`src/pkg/ldc_pkg.sv`:
```
// Constants shared by the display control decoder
package ldc_pkg;

   // ==========================================================
   // Instruction codes and masks (byte & mask == code)
   // ==========================================================
   localparam logic [7:0] LDC_OP_DISP_ONOFF = 8'hAE;
   localparam logic [7:0] LDC_MK_DISP_ONOFF = 8'hFE;
   localparam logic [7:0] LDC_OP_PAGE       = 8'hB0;
   localparam logic [7:0] LDC_MK_PAGE       = 8'hF0;
   localparam logic [7:0] LDC_OP_COL_HI     = 8'h10;
   localparam logic [7:0] LDC_OP_COL_LO     = 8'h00;
   localparam logic [7:0] LDC_MK_NIBBLE     = 8'hF0;
   localparam logic [7:0] LDC_OP_SEG_ORDER  = 8'hA0;
   localparam logic [7:0] LDC_OP_POLARITY   = 8'hA6;
   localparam logic [7:0] LDC_OP_ALL_ON     = 8'hA4;
   localparam logic [7:0] LDC_OP_ICON       = 8'hAA;
   localparam logic [7:0] LDC_MK_FLAG       = 8'hFE;
   localparam logic [7:0] LDC_OP_RMW        = 8'hE0;
   localparam logic [7:0] LDC_OP_END        = 8'hEE;
   localparam logic [7:0] LDC_OP_SOFT_RST   = 8'hE2;
   localparam logic [7:0] LDC_OP_SCAN       = 8'hC0;
   localparam logic [7:0] LDC_OP_SUPPLY     = 8'h24;
   localparam logic [7:0] LDC_OP_DRIVE_SET  = 8'hED;
   localparam logic [7:0] LDC_OP_CONTRAST   = 8'h80;
   localparam logic [7:0] LDC_MK_EXACT      = 8'hFF;

   // ==========================================================
   // Field positions and limits
   // ==========================================================
   localparam int         LDC_FLAG_BIT      = 0;
   localparam int         LDC_SCAN_BIT      = 3;
   localparam int         LDC_BYTE_BITS     = 8;
   localparam logic [7:0] LDC_COL_LAST      = 8'hA0;
   localparam logic [2:0] LDC_PAGE_LAST     = 3'h4;
   localparam logic [2:0] LDC_BIT_COUNT_TOP = 3'h7;

   // ==========================================================
   // Reset values
   // ==========================================================
   localparam logic [7:0] LDC_COL_RST       = 8'h00;
   localparam logic [2:0] LDC_PAGE_RST      = 3'h0;
   localparam logic [3:0] LDC_CONTRAST_RST  = 4'h0;

   // Decoder sequencing: capture a byte, then execute it
   typedef enum logic [1:0] {
      LDC_ST_IDLE = 2'b01,
      LDC_ST_EXEC = 2'b10
   } ldc_state_t;

endpackage : ldc_pkg

```
`src/hdl/ldc_pin_sync.sv`:
```
// Three-stage pin synchroniser with agreement filter
`timescale 1ns/100ps

module ldc_pin_sync #(
   parameter int         W       = 1,
   parameter logic [W-1:0] RST_VAL = '0
) (
   input  wire logic         i_clock,
   input  wire logic         i_rst,
   input  wire logic [W-1:0] i_pin,
   output logic      [W-1:0] o_level
);

   logic [W-1:0] meta_reg;
   logic [W-1:0] sync2_reg;
   logic [W-1:0] sync3_reg;

   // ==========================================================
   // Chain: first stage feeds only the second
   // ==========================================================
   always_ff @(posedge i_clock or posedge i_rst) begin
      if (i_rst) begin
         meta_reg  <= RST_VAL;
         sync2_reg <= RST_VAL;
         sync3_reg <= RST_VAL;
      end else begin
         meta_reg  <= i_pin;
         sync2_reg <= meta_reg;
         sync3_reg <= sync2_reg;
      end
   end

   // A bit moves only once the last two stages agree, filtering one-cycle glitches
   always_ff @(posedge i_clock or posedge i_rst) begin
      if (i_rst) begin
         o_level <= RST_VAL;
      end else begin
         o_level <= (sync3_reg & ~(sync2_reg ^ sync3_reg)) | (o_level & (sync2_reg ^ sync3_reg));
      end
   end

endmodule : ldc_pin_sync

```
`src/hdl/ldc_decoder.sv`:
```
// Display control and power control instruction decoder with state
//
// Operation
// - Polarity flag 0 lights stored ones, flag 1 lights stored zeros; RAM untouched.
// - All-pixels flag 1 lights every pixel, flag 0 returns to RAM display.
// - All-pixels-lit overrides the polarity setting when deriving pixels.
// - All-pixels flag 1 while display is off enters power save.
// - Icon flag selects 1/32 or 1/33 duty; first common shows page 4 bit D0.
// - In read-modify-write, writes advance column by one, reads leave it unchanged.
// - End leaves read-modify-write and restores the column held at entry.
// - Soft reset zeroes column, page, scan order bit and contrast step.
// - Scan order instruction stores D3 only, ignoring D2 to D0.
// - Supply flag enables or disables booster, regulator and follower together.
// - Booster runs only while the oscillator runs.
// - Outputs sit at positive supply until drive-voltage-set executes.
// - Contrast instruction loads its low four bits, sixteen levels.
// - Power save starts when both display-off and all-pixels-lit are in effect.
// - Power save stops oscillator and supply, outputs at supply, keeps state.
// - All-pixels flag 0 ends power save; display-on may follow any time.
// - Serial byte is instruction if select is low at eighth clock edge.
// - End is byte 0xEE with command/data select low.
`timescale 1ns/100ps

module ldc_decoder
   import ldc_pkg::*;
(
   input  wire logic       i_clock,
   input  wire logic       i_rst,
   input  wire logic       i_ser_clock,
   input  wire logic       i_ser_data,
   input  wire logic       i_ser_select_n,
   input  wire logic       i_command_data_select,
   input  wire logic       i_par_valid,
   input  wire logic [7:0] i_par_byte,
   input  wire logic       i_par_cmd_data_select,
   input  wire logic       i_par_read,
   input  wire logic       i_ram_bit,
   output logic            o_busy,
   output logic            o_pixel_lit,
   output logic            o_display_on,
   output logic            o_inverse,
   output logic            o_all_on,
   output logic            o_seg_reverse,
   output logic            o_icon_duty,
   output logic            o_rmw_mode,
   output logic [7:0]      o_column_addr,
   output logic [2:0]      o_page_addr,
   output logic            o_scan_order_bit,
   output logic [3:0]      o_contrast_step,
   output logic            o_supply_enable,
   output logic            o_osc_enable,
   output logic            o_hold_at_supply,
   output logic            o_power_save,
   output logic            o_ram_write,
   output logic [7:0]      o_ram_wdata
);

   // ==========================================================
   // Pin synchronisers and serial shifter
   // ==========================================================
   logic [3:0]  pins_level;
   logic        scl_prev_reg;
   logic [2:0]  bit_count_reg;
   logic [7:0]  shift_reg;
   logic        ser_done;
   logic        scl_rise;

   ldc_pin_sync #(.W(4), .RST_VAL(4'h8)) u_sync (
      .i_clock (i_clock),
      .i_rst   (i_rst),
      .i_pin   ({i_ser_select_n, i_command_data_select, i_ser_data, i_ser_clock}),
      .o_level (pins_level)
   );

   assign scl_rise = pins_level[0] & ~scl_prev_reg;
   assign ser_done = scl_rise & ~pins_level[3] & (bit_count_reg == LDC_BIT_COUNT_TOP);

   // Shift MSB first; deselect clears the counter so a partial byte is dropped
   always_ff @(posedge i_clock or posedge i_rst) begin
      if (i_rst) begin
         scl_prev_reg  <= 1'b0;
         bit_count_reg <= '0;
         shift_reg     <= '0;
      end else begin
         scl_prev_reg <= pins_level[0];
         if (pins_level[3]) begin
            bit_count_reg <= '0;
         end else if (scl_rise) begin
            bit_count_reg <= bit_count_reg + 3'h1;
            shift_reg     <= {shift_reg[6:0], pins_level[1]};
         end
      end
   end

   // ==========================================================
   // Capture and execute sequencing
   // ==========================================================
   ldc_state_t  state_reg;
   logic [7:0]  cmd_reg;
   logic        is_data_reg;
   logic        is_read_reg;
   logic        exec;

   assign exec = (state_reg == LDC_ST_EXEC) & ~is_data_reg;

   // Serial wins over parallel; host keeps one or the other idle
   // Capture, then execute next cycle
   always_ff @(posedge i_clock or posedge i_rst) begin
      if (i_rst) begin
         state_reg   <= LDC_ST_IDLE;
         cmd_reg     <= '0;
         is_data_reg <= 1'b0;
         is_read_reg <= 1'b0;
         o_busy      <= 1'b0;
      end else begin
         case (state_reg)
            LDC_ST_IDLE: begin
               if (ser_done) begin
                  cmd_reg     <= {shift_reg[6:0], pins_level[1]};
                  is_data_reg <= pins_level[2];
                  is_read_reg <= 1'b0;
                  state_reg   <= LDC_ST_EXEC;
                  o_busy      <= 1'b1;
               end else if (i_par_valid) begin
                  cmd_reg     <= i_par_byte;
                  is_data_reg <= i_par_cmd_data_select;
                  is_read_reg <= i_par_read & i_par_cmd_data_select;
                  state_reg   <= LDC_ST_EXEC;
                  o_busy      <= 1'b1;
               end
            end
            // Busy is a register copy of the execute state, so the pin is glitch free
            LDC_ST_EXEC: begin
               state_reg <= LDC_ST_IDLE;
               o_busy    <= 1'b0;
            end
            default: begin
               state_reg <= LDC_ST_IDLE;
               o_busy    <= 1'b0;
            end
         endcase
      end
   end

   // ==========================================================
   // Instruction decode (undefined bytes match nothing)
   // ==========================================================
   // Unmatched bytes raise no strobe
   function automatic logic hit(input logic [7:0] b, input logic [7:0] code, input logic [7:0] mask);
      hit = ((b & mask) == code);
   endfunction : hit

   logic flag;
   logic dec_disp, dec_page, dec_col_hi, dec_col_lo, dec_seg, dec_pol, dec_all;
   logic dec_icon, dec_rmw, dec_end, dec_srst, dec_scan, dec_supply, dec_drive, dec_contrast;

   assign flag         = cmd_reg[LDC_FLAG_BIT];
   assign dec_disp     = exec & hit(cmd_reg, LDC_OP_DISP_ONOFF, LDC_MK_DISP_ONOFF);
   assign dec_page     = exec & hit(cmd_reg, LDC_OP_PAGE, LDC_MK_PAGE) & (cmd_reg[2:0] <= LDC_PAGE_LAST);
   assign dec_col_hi   = exec & hit(cmd_reg, LDC_OP_COL_HI, LDC_MK_NIBBLE);
   assign dec_col_lo   = exec & hit(cmd_reg, LDC_OP_COL_LO, LDC_MK_NIBBLE);
   assign dec_seg      = exec & hit(cmd_reg, LDC_OP_SEG_ORDER, LDC_MK_FLAG);
   assign dec_pol      = exec & hit(cmd_reg, LDC_OP_POLARITY, LDC_MK_FLAG);
   assign dec_all      = exec & hit(cmd_reg, LDC_OP_ALL_ON, LDC_MK_FLAG);
   assign dec_icon     = exec & hit(cmd_reg, LDC_OP_ICON, LDC_MK_FLAG);
   assign dec_rmw      = exec & hit(cmd_reg, LDC_OP_RMW, LDC_MK_EXACT);
   // End decoded only as an instruction
   assign dec_end      = exec & hit(cmd_reg, LDC_OP_END, LDC_MK_EXACT);
   assign dec_srst     = exec & hit(cmd_reg, LDC_OP_SOFT_RST, LDC_MK_EXACT);
   assign dec_scan     = exec & hit(cmd_reg, LDC_OP_SCAN, LDC_MK_NIBBLE);
   assign dec_supply   = exec & hit(cmd_reg, LDC_OP_SUPPLY, LDC_MK_FLAG);
   assign dec_drive    = exec & hit(cmd_reg, LDC_OP_DRIVE_SET, LDC_MK_EXACT);
   assign dec_contrast = exec & hit(cmd_reg, LDC_OP_CONTRAST, LDC_MK_NIBBLE);

   // ==========================================================
   // Display mode flags
   // ==========================================================
   // Polarity and all-on latched from flag
   always_ff @(posedge i_clock or posedge i_rst) begin
      if (i_rst) begin
         o_display_on  <= 1'b0;
         o_inverse     <= 1'b0;
         o_all_on      <= 1'b0;
         o_seg_reverse <= 1'b0;
         o_icon_duty   <= 1'b0;
      end else begin
         if (dec_disp) begin
            o_display_on <= flag;
         end
         if (dec_pol) begin
            o_inverse <= flag;
         end
         if (dec_all) begin
            o_all_on <= flag;
         end
         if (dec_seg) begin
            o_seg_reverse <= flag;
         end
         if (dec_icon) begin
            o_icon_duty <= flag;
         end
      end
   end

   // All-on beats polarity; RAM bit never written here
   always_ff @(posedge i_clock or posedge i_rst) begin
      if (i_rst) begin
         o_pixel_lit <= 1'b0;
      end else begin
         o_pixel_lit <= o_all_on | (i_ram_bit ^ o_inverse);
      end
   end

   // ==========================================================
   // Column, page, read-modify-write
   // ==========================================================
   logic [7:0] col_saved_reg;
   logic       col_step;

   // Reads only step outside read-modify-write; stop at last column
   assign col_step = (state_reg == LDC_ST_EXEC) & is_data_reg & ~(is_read_reg & o_rmw_mode)
                     & (o_column_addr != LDC_COL_LAST);

   always_ff @(posedge i_clock or posedge i_rst) begin
      if (i_rst) begin
         o_column_addr <= LDC_COL_RST;
         col_saved_reg <= LDC_COL_RST;
         o_rmw_mode    <= 1'b0;
      end else begin
         if (dec_rmw) begin
            o_rmw_mode    <= 1'b1;
            col_saved_reg <= o_column_addr;
         end else if (dec_end) begin
            // Leave mode and restore entry column
            o_rmw_mode    <= 1'b0;
            o_column_addr <= col_saved_reg;
         end else if (dec_srst) begin
            o_column_addr <= LDC_COL_RST;
         end else if (dec_col_hi) begin
            // Host keeps these out of read-modify-write
            o_column_addr <= {cmd_reg[3:0], o_column_addr[3:0]};
         end else if (dec_col_lo) begin
            o_column_addr <= {o_column_addr[7:4], cmd_reg[3:0]};
         end else if (col_step) begin
            o_column_addr <= o_column_addr + 8'h01;
         end
      end
   end

   // Page returns to zero on soft reset
   always_ff @(posedge i_clock or posedge i_rst) begin
      if (i_rst) begin
         o_page_addr <= LDC_PAGE_RST;
      end else if (dec_srst) begin
         o_page_addr <= LDC_PAGE_RST;
      end else if (dec_page) begin
         o_page_addr <= cmd_reg[2:0];
      end
   end

   // Display data writes pass straight to the RAM port
   always_ff @(posedge i_clock or posedge i_rst) begin
      if (i_rst) begin
         o_ram_write <= 1'b0;
         o_ram_wdata <= '0;
      end else begin
         o_ram_write <= (state_reg == LDC_ST_EXEC) & is_data_reg & ~is_read_reg;
         o_ram_wdata <= cmd_reg;
      end
   end

   // ==========================================================
   // Scan order and contrast step
   // ==========================================================
   always_ff @(posedge i_clock or posedge i_rst) begin
      if (i_rst) begin
         o_scan_order_bit <= 1'b0;
         o_contrast_step  <= LDC_CONTRAST_RST;
      end else if (dec_srst) begin
         o_scan_order_bit <= 1'b0;
         o_contrast_step  <= LDC_CONTRAST_RST;
      end else begin
         if (dec_scan) begin
            o_scan_order_bit <= cmd_reg[LDC_SCAN_BIT];
         end
         if (dec_contrast) begin
            o_contrast_step <= cmd_reg[3:0];
         end
      end
   end

   // ==========================================================
   // Power: supply, drive enable, power save
   // ==========================================================
   logic supply_on_reg;
   logic drive_set_reg;
   logic ps_next;

   // Save is display-off with all-on; set by second command
   assign ps_next = ~(dec_disp ? flag : o_display_on) & (dec_all ? flag : o_all_on);

   always_ff @(posedge i_clock or posedge i_rst) begin
      if (i_rst) begin
         supply_on_reg <= 1'b0;
         drive_set_reg <= 1'b0;
         o_power_save  <= 1'b0;
      end else begin
         // One flag for booster, regulator, follower
         if (dec_supply) begin
            supply_on_reg <= flag;
         end
         if (dec_drive) begin
            drive_set_reg <= 1'b1;
         end
         o_power_save <= ps_next;
      end
   end

   // Save stops oscillator, supply follows oscillator
   always_ff @(posedge i_clock or posedge i_rst) begin
      if (i_rst) begin
         o_osc_enable     <= 1'b1;
         o_supply_enable  <= 1'b0;
         o_hold_at_supply <= 1'b1;
      end else begin
         o_osc_enable     <= ~ps_next;
         o_supply_enable  <= (dec_supply ? flag : supply_on_reg) & ~ps_next;
         o_hold_at_supply <= ~(drive_set_reg | dec_drive) | ps_next;
      end
   end
endmodule : ldc_decoder

```
`config.mk`:
```
export PLATFORM = sky130hd
export DESIGN_NAME = ldc_decoder
export DESIGN_NICKNAME = d
export VERILOG_FILES = /design/src/pkg/ldc_pkg.sv /design/src/hdl/ldc_pin_sync.sv /design/src/hdl/ldc_decoder.sv
export SDC_FILE = /design/constraint.sdc
export NUM_CORES = 1
export LEC_CHECK = 0
export BUFFER_PORTS_ARGS = -buffer_cell sky130_fd_sc_hd__buf_4
export CAP_MARGIN = 30
export CORE_ASPECT_RATIO = 0.6
export CORE_MARGIN = 1.5
export CORE_UTILIZATION = 45
export CTS_CLUSTER_DIAMETER = 80
export DETAILED_ROUTE_END_ITERATION = 8
export PLACE_DENSITY = 0.65
export SYNTH_ARGS = -nofsm -noshare
export SYNTH_HDL_FRONTEND = slang
export SYNTH_SLANG_ARGS = --single-unit
```
`constraint.sdc`:
```
create_clock -name i_clock -period 3.6 [get_ports i_clock]
set_input_delay 0.72 -clock i_clock [delete_from_list [all_inputs] [get_ports i_clock]]
set_output_delay 0.72 -clock i_clock [all_outputs]
set_load 0.02 [all_outputs]
```
# After elaboration in Yosys (flattened, before gate mapping)
# Index checks and enable logic that the tools add are counted.
# op_classes
n_addsub	2
multipliers	0
n_div	0
n_lt_le_gt_ge	1
n_eq_ne	21
shifts	0
mux	30
bitwise	46
reduce_logical	13
# op_table
op	n
$mux W8	7
$eq A7 B7 Y1 const B	5
$eq A8 B8 Y1 const B	4
$and A1 B1 Y1	28
$mux W1	14
$eq A4 B4 Y1 const B	3
$mux W3	4
$reduce_bool A2 Y1	6
$not A1 Y1	9
$add A8 B1 Y8 const B	1
$and A4 B4 Y4	2
$logic_not A8 Y1	1
$mux W4	2
$ne A8 B8 Y1 const B	1
$reduce_bool A4 Y1	2
$eq A7 B5 Y1 const B	1
$mux W2	3
$reduce_and A3 Y1	2
$eq A4 B1 Y1 const B	1
$ne A4 B2 Y1 const B	1
$not A4 Y4	1
$or A4 B4 Y4	1
$reduce_and A2 Y1	2
$xor A4 B4 Y4	1
other kinds (9)	11
# totals
reg_bits	86
latchBits	0
mem_bits_rw	0
romBits	0
in_bits	18
output_inout_bits	37
word_cells	146
n_memories	0

# Longest topological paths before layout
# Gate-level depths: netlist of run 1.
# depth
ltp_word	9
mapped_depth	7
mapped_depth_nobuf	7

# Hierarchy
# A second synthesis of run 1 with hierarchy kept.
# hier_totals
hier_cells	297
area_unflattened_um2	3631.0
# modules_own_cells
module	n_inst	cells_each	area_each_um2	seq_area_each_um2
ldc_decoder	1	276	3176.8	1730.4
ldc_pin_sync	1	21	454.2	405.4

# Worst setup path after synthesis of run 1
# Ideal clock, no wire load.
# synth_path
path_kind	flip-flop to flip-flop
from	register, netlist name o_busy
to	register col_saved_reg[0]
setup_ns	0.125
t_arrival_ns	1.795
t_required_ns	3.475
setup_slack_ns	1.680
stages_incl_launch_ff	5
n_path_buf	0
period_less_slack_ns	1.920
path_cell_list	dfrtp_1 -> nand4bb_4 -> or2_4 -> nor4_4 -> mux2_2
# synth_rtl
item	line	rtl
to (signal assigned)	ldc_decoder.sv:232	col_saved_reg <= o_column_addr;
to (decl)	ldc_decoder.sv:217	logic [7:0] col_saved_reg;

==> results of run 1 <==
==> per-layer routing <==
metal  vias to the layer above  global-route usage  part of all wire
met4                         0              0.0643             0.013
met3                         9              0.0590             0.055
met5                         -                   0                 0
met2                        62               0.251              0.41
li1                       1195                   -                 -
met1                      1156               0.281              0.53
==> worst max path at each step <==
stage	slack [ns]	end	start
6_report	1.20	is_read_reg	flip-flop
3_3_place_gp	1.23	is_read_reg	flip-flop
4_1_cts	1.20	is_read_reg	flip-flop
3_5_place_dp	1.22	o_column_addr[1]	cmd_reg[7]
5_1_grt	0.92	cmd_reg[4]	flip-flop
2_1_floorplan	0.70	asynchronous set/reset pin	i_rst
==> cell usage after synthesis (2+ instances only) <==
cell      count
dfstp_2       7
nand4_1       4
a22o_1        2
nand4b_1      2
mux2i_1      14
a31oi_1       3
dfrtp_1      78
nor2b_1       6
o211ai_1      2
clkbuf_1      7
o22ai_1       2
buf_2         3
nand2_1      37
nand3_1       6
xor2_1        5
nand2b_1      7
ha_1          4
maj3_1        4
and2_1        3
inv_1        11
mux2_2       19
a22oi_1       4
nor4_2        2
a21oi_1       7
o21ai_0      22
xnor2_1       4
nor2_1       16
nor4_1        3
==> report_power, final <==
part	total [mW]	internal, mW	leakage, nW	switching, mW
registers	1.32	1.11	1.07	0.207
clock network	0.917	0.543	0.140	0.374
logic	0.574	0.281	0.799	0.293
==> cell type report <==
class,count,area [µm²],area share
clock buffer,10,229,0.0515
clock inverter,6,71.3,0.0161
inverter,11,42.5,0.00957
multi-input combinational,199,1400,0.315
sequential,85,2140,0.481
tap,108,135,0.0304
timing repair buffer,57,428,0.0963
==> logic make-up after synthesis <==
kind of cell             count (synthesis)  share of synthesized area
AO/OA/AOI/OAI                           49                     0.0825
XOR/XNOR                                 9                     0.0218
adder cells (fa/ha/maj)                  8                     0.0249
buffers and inverters                   22                     0.0238
flip-flops                              85                      0.589
multiplexers                            33                     0.0977
AND/OR/NAND/NOR                        100                      0.160
==> per-stage QoR <==
step,std cells,power (mW)
after floorplan,306,1.67
after global placement,459,1.89
after detailed placement,460,1.91
after CTS,476,2.83
after global routing,476,2.96
final,476,2.81
==> worst register-to-register path: stages (launching register included) <==
cell and delay (ns):
dfstp_2 0.40, nor3b_2 0.56, and2_1 0.57, o21ai_1 0.34
buf_4 0.27, nand2_1 0.08, o31ai_1 0.06
==> flow_metrics.tcl, run 1 <==
set metrics [dict create \
    post_cts_buffers 0 \
    clkSlewWorstSetupHoldPaths_ns 0.06 \
    cts_tree "done" \
    yosysTopAreaCellShare 0.539 \
    synthCells 306 \
    cp_slowest_cell "and2_1" \
    clk_path_buf_depth 2 \
    cp_cell_sequence "nor3b_2 -> and2_1 -> o21ai_1 -> buf_4 -> nand2_1 -> o31ai_1" \
    die-area_um2 8620 \
    die_x_um 119 \
    holdWs_ns 0.340 \
    cap_violations 0 \
    drtIter0Drc 169 \
    drcViolationCount 0 \
    cp.required_ns 3.80 \
    core_area_um2 7850 \
    critPathMaxStageDelay_ns 0.57 \
    rrSetupSlack_ns 1.20 \
    status "finished, final reports clean" \
    ctsHoldBuffers 0 \
    pre_cts_ws_ns 1.22 \
    min_path_type "input pin to asynchronous set/reset pin" \
    cp_max_fo 12 \
    grt_overflow 0 \
    final_cell_mix "dfrtp_1, buf_4, nand2_1" \
    fillers 677 \
    slew_viol_final 0 \
    avgSynthCellArea_um2 11.8 \
    vias_per_cell 5.09 \
    antenna_cells 0 \
    cts_resized 0 \
    drive_gt1_frac 0.293 \
    portBuffers 54 \
    numCtsBuffers 9 \
    htree_levels 3 \
    antenna_found_initial 0 \
    synth_top_cell_by_area "dfrtp_1" \
    fp.dieH_um 72.5 \
    final_common_cell "dfrtp_1" \
    rsz0062_at_grt "false" \
    final.period_utilization 0.668 \
    drt-total-wl_um 7200 \
    fin_util 0.566 \
    cp-end-kind "flip-flop" \
    r2r-end "is_read_reg" \
    grt_max_degree 35 \
    powerDensity_nw_per_um2 632 \
    ys.warnings.count 0 \
    ys_ff_latch 85 \
    ir_drop_mv 0.314 \
    start_kind "flip-flop" \
    path_buf_inv 1 \
    gp_congestion 0.810 \
    fin_worst_skew_ns 0.00518 \
    first_global_vias 2409 \
    arrival_ns 2.60 \
    synth_edf_count 0 \
    synthToLayoutAreaGrowth_pct 22.6 \
    cts-root-buf "clkbuf_16" \
    drt_pre_antenna_iters 4 \
    setup_tns_ns 0 \
    cp.depth 6 \
    hold_viol 0 \
    dp_hpwl_um 5130 \
    cts_sinks 85 \
    clkLatencyLatePin_ns 0.34 \
    seq_area_frac_synth 0.589 \
    rows 25 \
    grt_util_all_layers 0.186 \
    layout_setup_ws_ns 1.20 \
    fmax_ghz 0.416 \
    tightest_slew_ns 0.944 \
    dpl_cell_area_um2 4140 \
    wl_per_cell_um 15.1 \
    nNetsFinal 385 \
    start_util 0.462 \
    synth_fp_nets 328 \
    p_leak_nw 2.01 \
    ios 55 \
    syn_area_um2 3620 \
    ant_nets 0 \
    grt_pass1_wl_um 12300 \
    setup_viol 0 \
    cp_top_family "simple AND/OR/NAND/NOR gates" \
    design_area_um2 4440 \
    synth-async-reset-ratio 1.00 \
    synth_cell_type_count 50 \
    ff2ff_path_depth 6 \
    timing.final.crit_period_ns 2.40 \
    path_class "flip-flop to flip-flop" \
    vias 2422 \
    synth_area_leaders "dfrtp_1, mux2_2, dfstp_2, mux2i_1, nand2_1" \
    synth_ff_type "dfrtp_1" \
    relSlewSlack 0.366 \
]
(Power assumes the default switching activity.)
==> inputs of run 2 (changes only) <==
--- a/config.mk
+++ b/config.mk
@@ -12,7 +12,7 @@
 export CORE_UTILIZATION = 45
 export CTS_CLUSTER_DIAMETER = 80
 export DETAILED_ROUTE_END_ITERATION = 8
-export PLACE_DENSITY = 0.65
+export PLACE_DENSITY = 0.68
 export SYNTH_ARGS = -nofsm -noshare
 export SYNTH_HDL_FRONTEND = slang
 export SYNTH_SLANG_ARGS = --single-unit
==> constraint.sdc (replaced) <==
create_clock -name i_clock -period 2.1 [get_ports i_clock]
set_input_delay 0.42 -clock i_clock [delete_from_list [all_inputs] [get_ports i_clock]]
set_output_delay 0.42 -clock i_clock [all_outputs]
set_load 0.02 [all_outputs]
==> run 2 against run 1 <==
Effect of this change:
- worst hold slack worse by 0.19 ns
- sequential cell count unchanged
- clock power up 74%
- wire length up 6.8%
- cell count up 4.2%
- register-to-register slack worse by 0.99 ns
- critical endpoint is now col_saved_reg[3]
==> flow_metrics.tcl, run 2 (same netlist as run 1, synthesis figures left out) <==
set metrics [dict create \
    status "finished, final reports clean" \
    fin_worst_skew_ns 0.00313 \
    path_class "flip-flop to flip-flop" \
    fmax_ghz 0.527 \
    cp_cell_sequence "nand4bb_4 -> or2_4 -> nor4_4 -> buf_4 -> mux2_2" \
    grt_overflow 0 \
    nNetsFinal 405 \
    cts_resized 0 \
    cts_tree "done" \
    die-area_um2 8620 \
    grt_pass1_wl_um 12500 \
    dp_hpwl_um 5610 \
    critPathMaxStageDelay_ns 0.43 \
    cts_sinks 85 \
    drt_pre_antenna_iters 4 \
    wl_per_cell_um 15.5 \
    die_x_um 119 \
    rrSetupSlack_ns 0.20 \
    combPwrFrac 0.249 \
    arrival_ns 2.12 \
    fp.dieH_um 72.5 \
    drt-total-wl_um 7690 \
    core_area_um2 7850 \
    drcViolationCount 0 \
    ios 55 \
    final.period_utilization 0.903 \
    p_sw_frac 0.311 \
    cp-end-kind "flip-flop" \
    start_util 0.462 \
    fin_cells 496 \
    grt_util_all_layers 0.193 \
    grt_use_met1 0.286 \
    seq_area_um2 2140 \
    use_met3 0.0613 \
    layout_setup_ws_ns 0.203 \
    rows 25 \
    antenna_found_initial 0 \
    post_cts_buffers 0 \
    vias 2577 \
    cap_violations 0 \
    grt-busiest-layer "met1" \
    holdWs_ns 0.150 \
    synthToLayoutAreaGrowth_pct 27.8 \
    cp_max_fo 9 \
    start_kind "flip-flop" \
    pre_cts_ws_ns 0.199 \
    numCtsBuffers 9 \
    multi_input_area_um2 1400 \
    first_global_vias 2457 \
    clk_path_buf_depth 2 \
    drtIter0Drc 164 \
    powerDensity_nw_per_um2 1080 \
    design_area_um2 4630 \
    dp.cells 480 \
    ff2ff_path_depth 5 \
    timing.final.crit_period_ns 1.90 \
    setup_viol 0 \
    final_common_cell "dfrtp_1" \
    clkSlewWorstSetupHoldPaths_ns 0.06 \
    cp.required_ns 2.32 \
    r2r-end "col_saved_reg[3]" \
    tightest_slew_ns 0.602 \
    p_leak_nw 2.13 \
    ctsHoldBuffers 0 \
    p_int_mw 3.43 \
    r2r_start "is_data_reg" \
    grt_max_degree 36 \
    portBuffers 54 \
    power_switching_mw 1.55 \
    vias_per_cell 5.20 \
    cts-root-buf "clkbuf_16" \
    antenna_cells 0 \
    htree_levels 3 \
    dpl_cell_area_um2 4320 \
    ir_drop_mv 0.634 \
    use_met2 0.271 \
    min_path_type "input pin to asynchronous set/reset pin" \
    setup_tns_ns 0 \
    gp_congestion 0.855 \
    ant_nets 0 \
    clkLatencyLatePin_ns 0.34 \
    drive_gt1_frac 0.332 \
    cp_slowest_cell "dfrtp_1" \
    p_clk_frac 0.321 \
    slew_viol_final 0 \
    hold_viol 0 \
    final_cell_mix "dfrtp_1, buf_4, nand2_1" \
    fillers 641 \
    power_frac_seq 0.430 \
    rsz0062_at_grt "false" \
    relSlewSlack 0.598 \
]
[run 2: cell count changes in the layout (fill, tap and decap cells not counted)]
cell | previous run | this run
clkbuf_1 | 1 | 0
clkinv_4 | 1 | 2
buf_12 | 0 | 2
clkbuf_8 | 0 | 1
clkinvlp_4 | 2 | 1
buf_4 | 57 | 75
[run 2: worst max-delay path by stage]
stage                                   to         from  cells past startpoint
after floorplan           col_saved_reg[0]       o_busy                      4
after global placement     o_supply_enable  is_data_reg                      5
after detailed placement  col_saved_reg[3]  is_data_reg                      5
after CTS                 col_saved_reg[3]  is_data_reg                      5
after global routing       o_supply_enable  is_data_reg                      5
final                     col_saved_reg[3]  is_data_reg                      5
[run 2: cell type report]
class                      count  share of cell area
timing repair buffer          77               0.130
multi-input combinational    199               0.303
tap                          108              0.0292
inverter                      11             0.00973
clock inverter                 6              0.0151
sequential                    85               0.461
clock buffer                  10              0.0516
[run 2: stage by stage]
step | utilization | power [mW]
floorplan | - | 2.86
global placement | 0.550 | 3.38
detailed placement | 0.550 | 3.41
CTS | 0.590 | 5.02
global route | 0.590 | 5.24
finish | 0.590 | 4.98
[run 2: power by group through the flow]
stage          Sequential [mW]  Combinational, mW  Clock [mW]
3_3_place_gp              2.15               1.23           0
3_5_place_dp              2.17               1.24           0
4_1_cts                   2.14               1.24        1.64
5_1_grt                   2.18               1.35        1.70
2_1_floorplan             2.29              0.570           0
6_report                  2.14               1.24        1.60
[run 2: layer usage]
metal / routed length [µm] / part of all wire
met5: 0 / 0
met3: 513 / 0.067
met2: 3130 / 0.41
met4: 92 / 0.012
met1: 3950 / 0.51
[run 2: critical path: cells and delay by family (launching register included)]
kind,cells,cell delay (ns)
buf+inv,1,0.21
flops,1,0.43
simple gates,3,0.78
mux,1,0.35
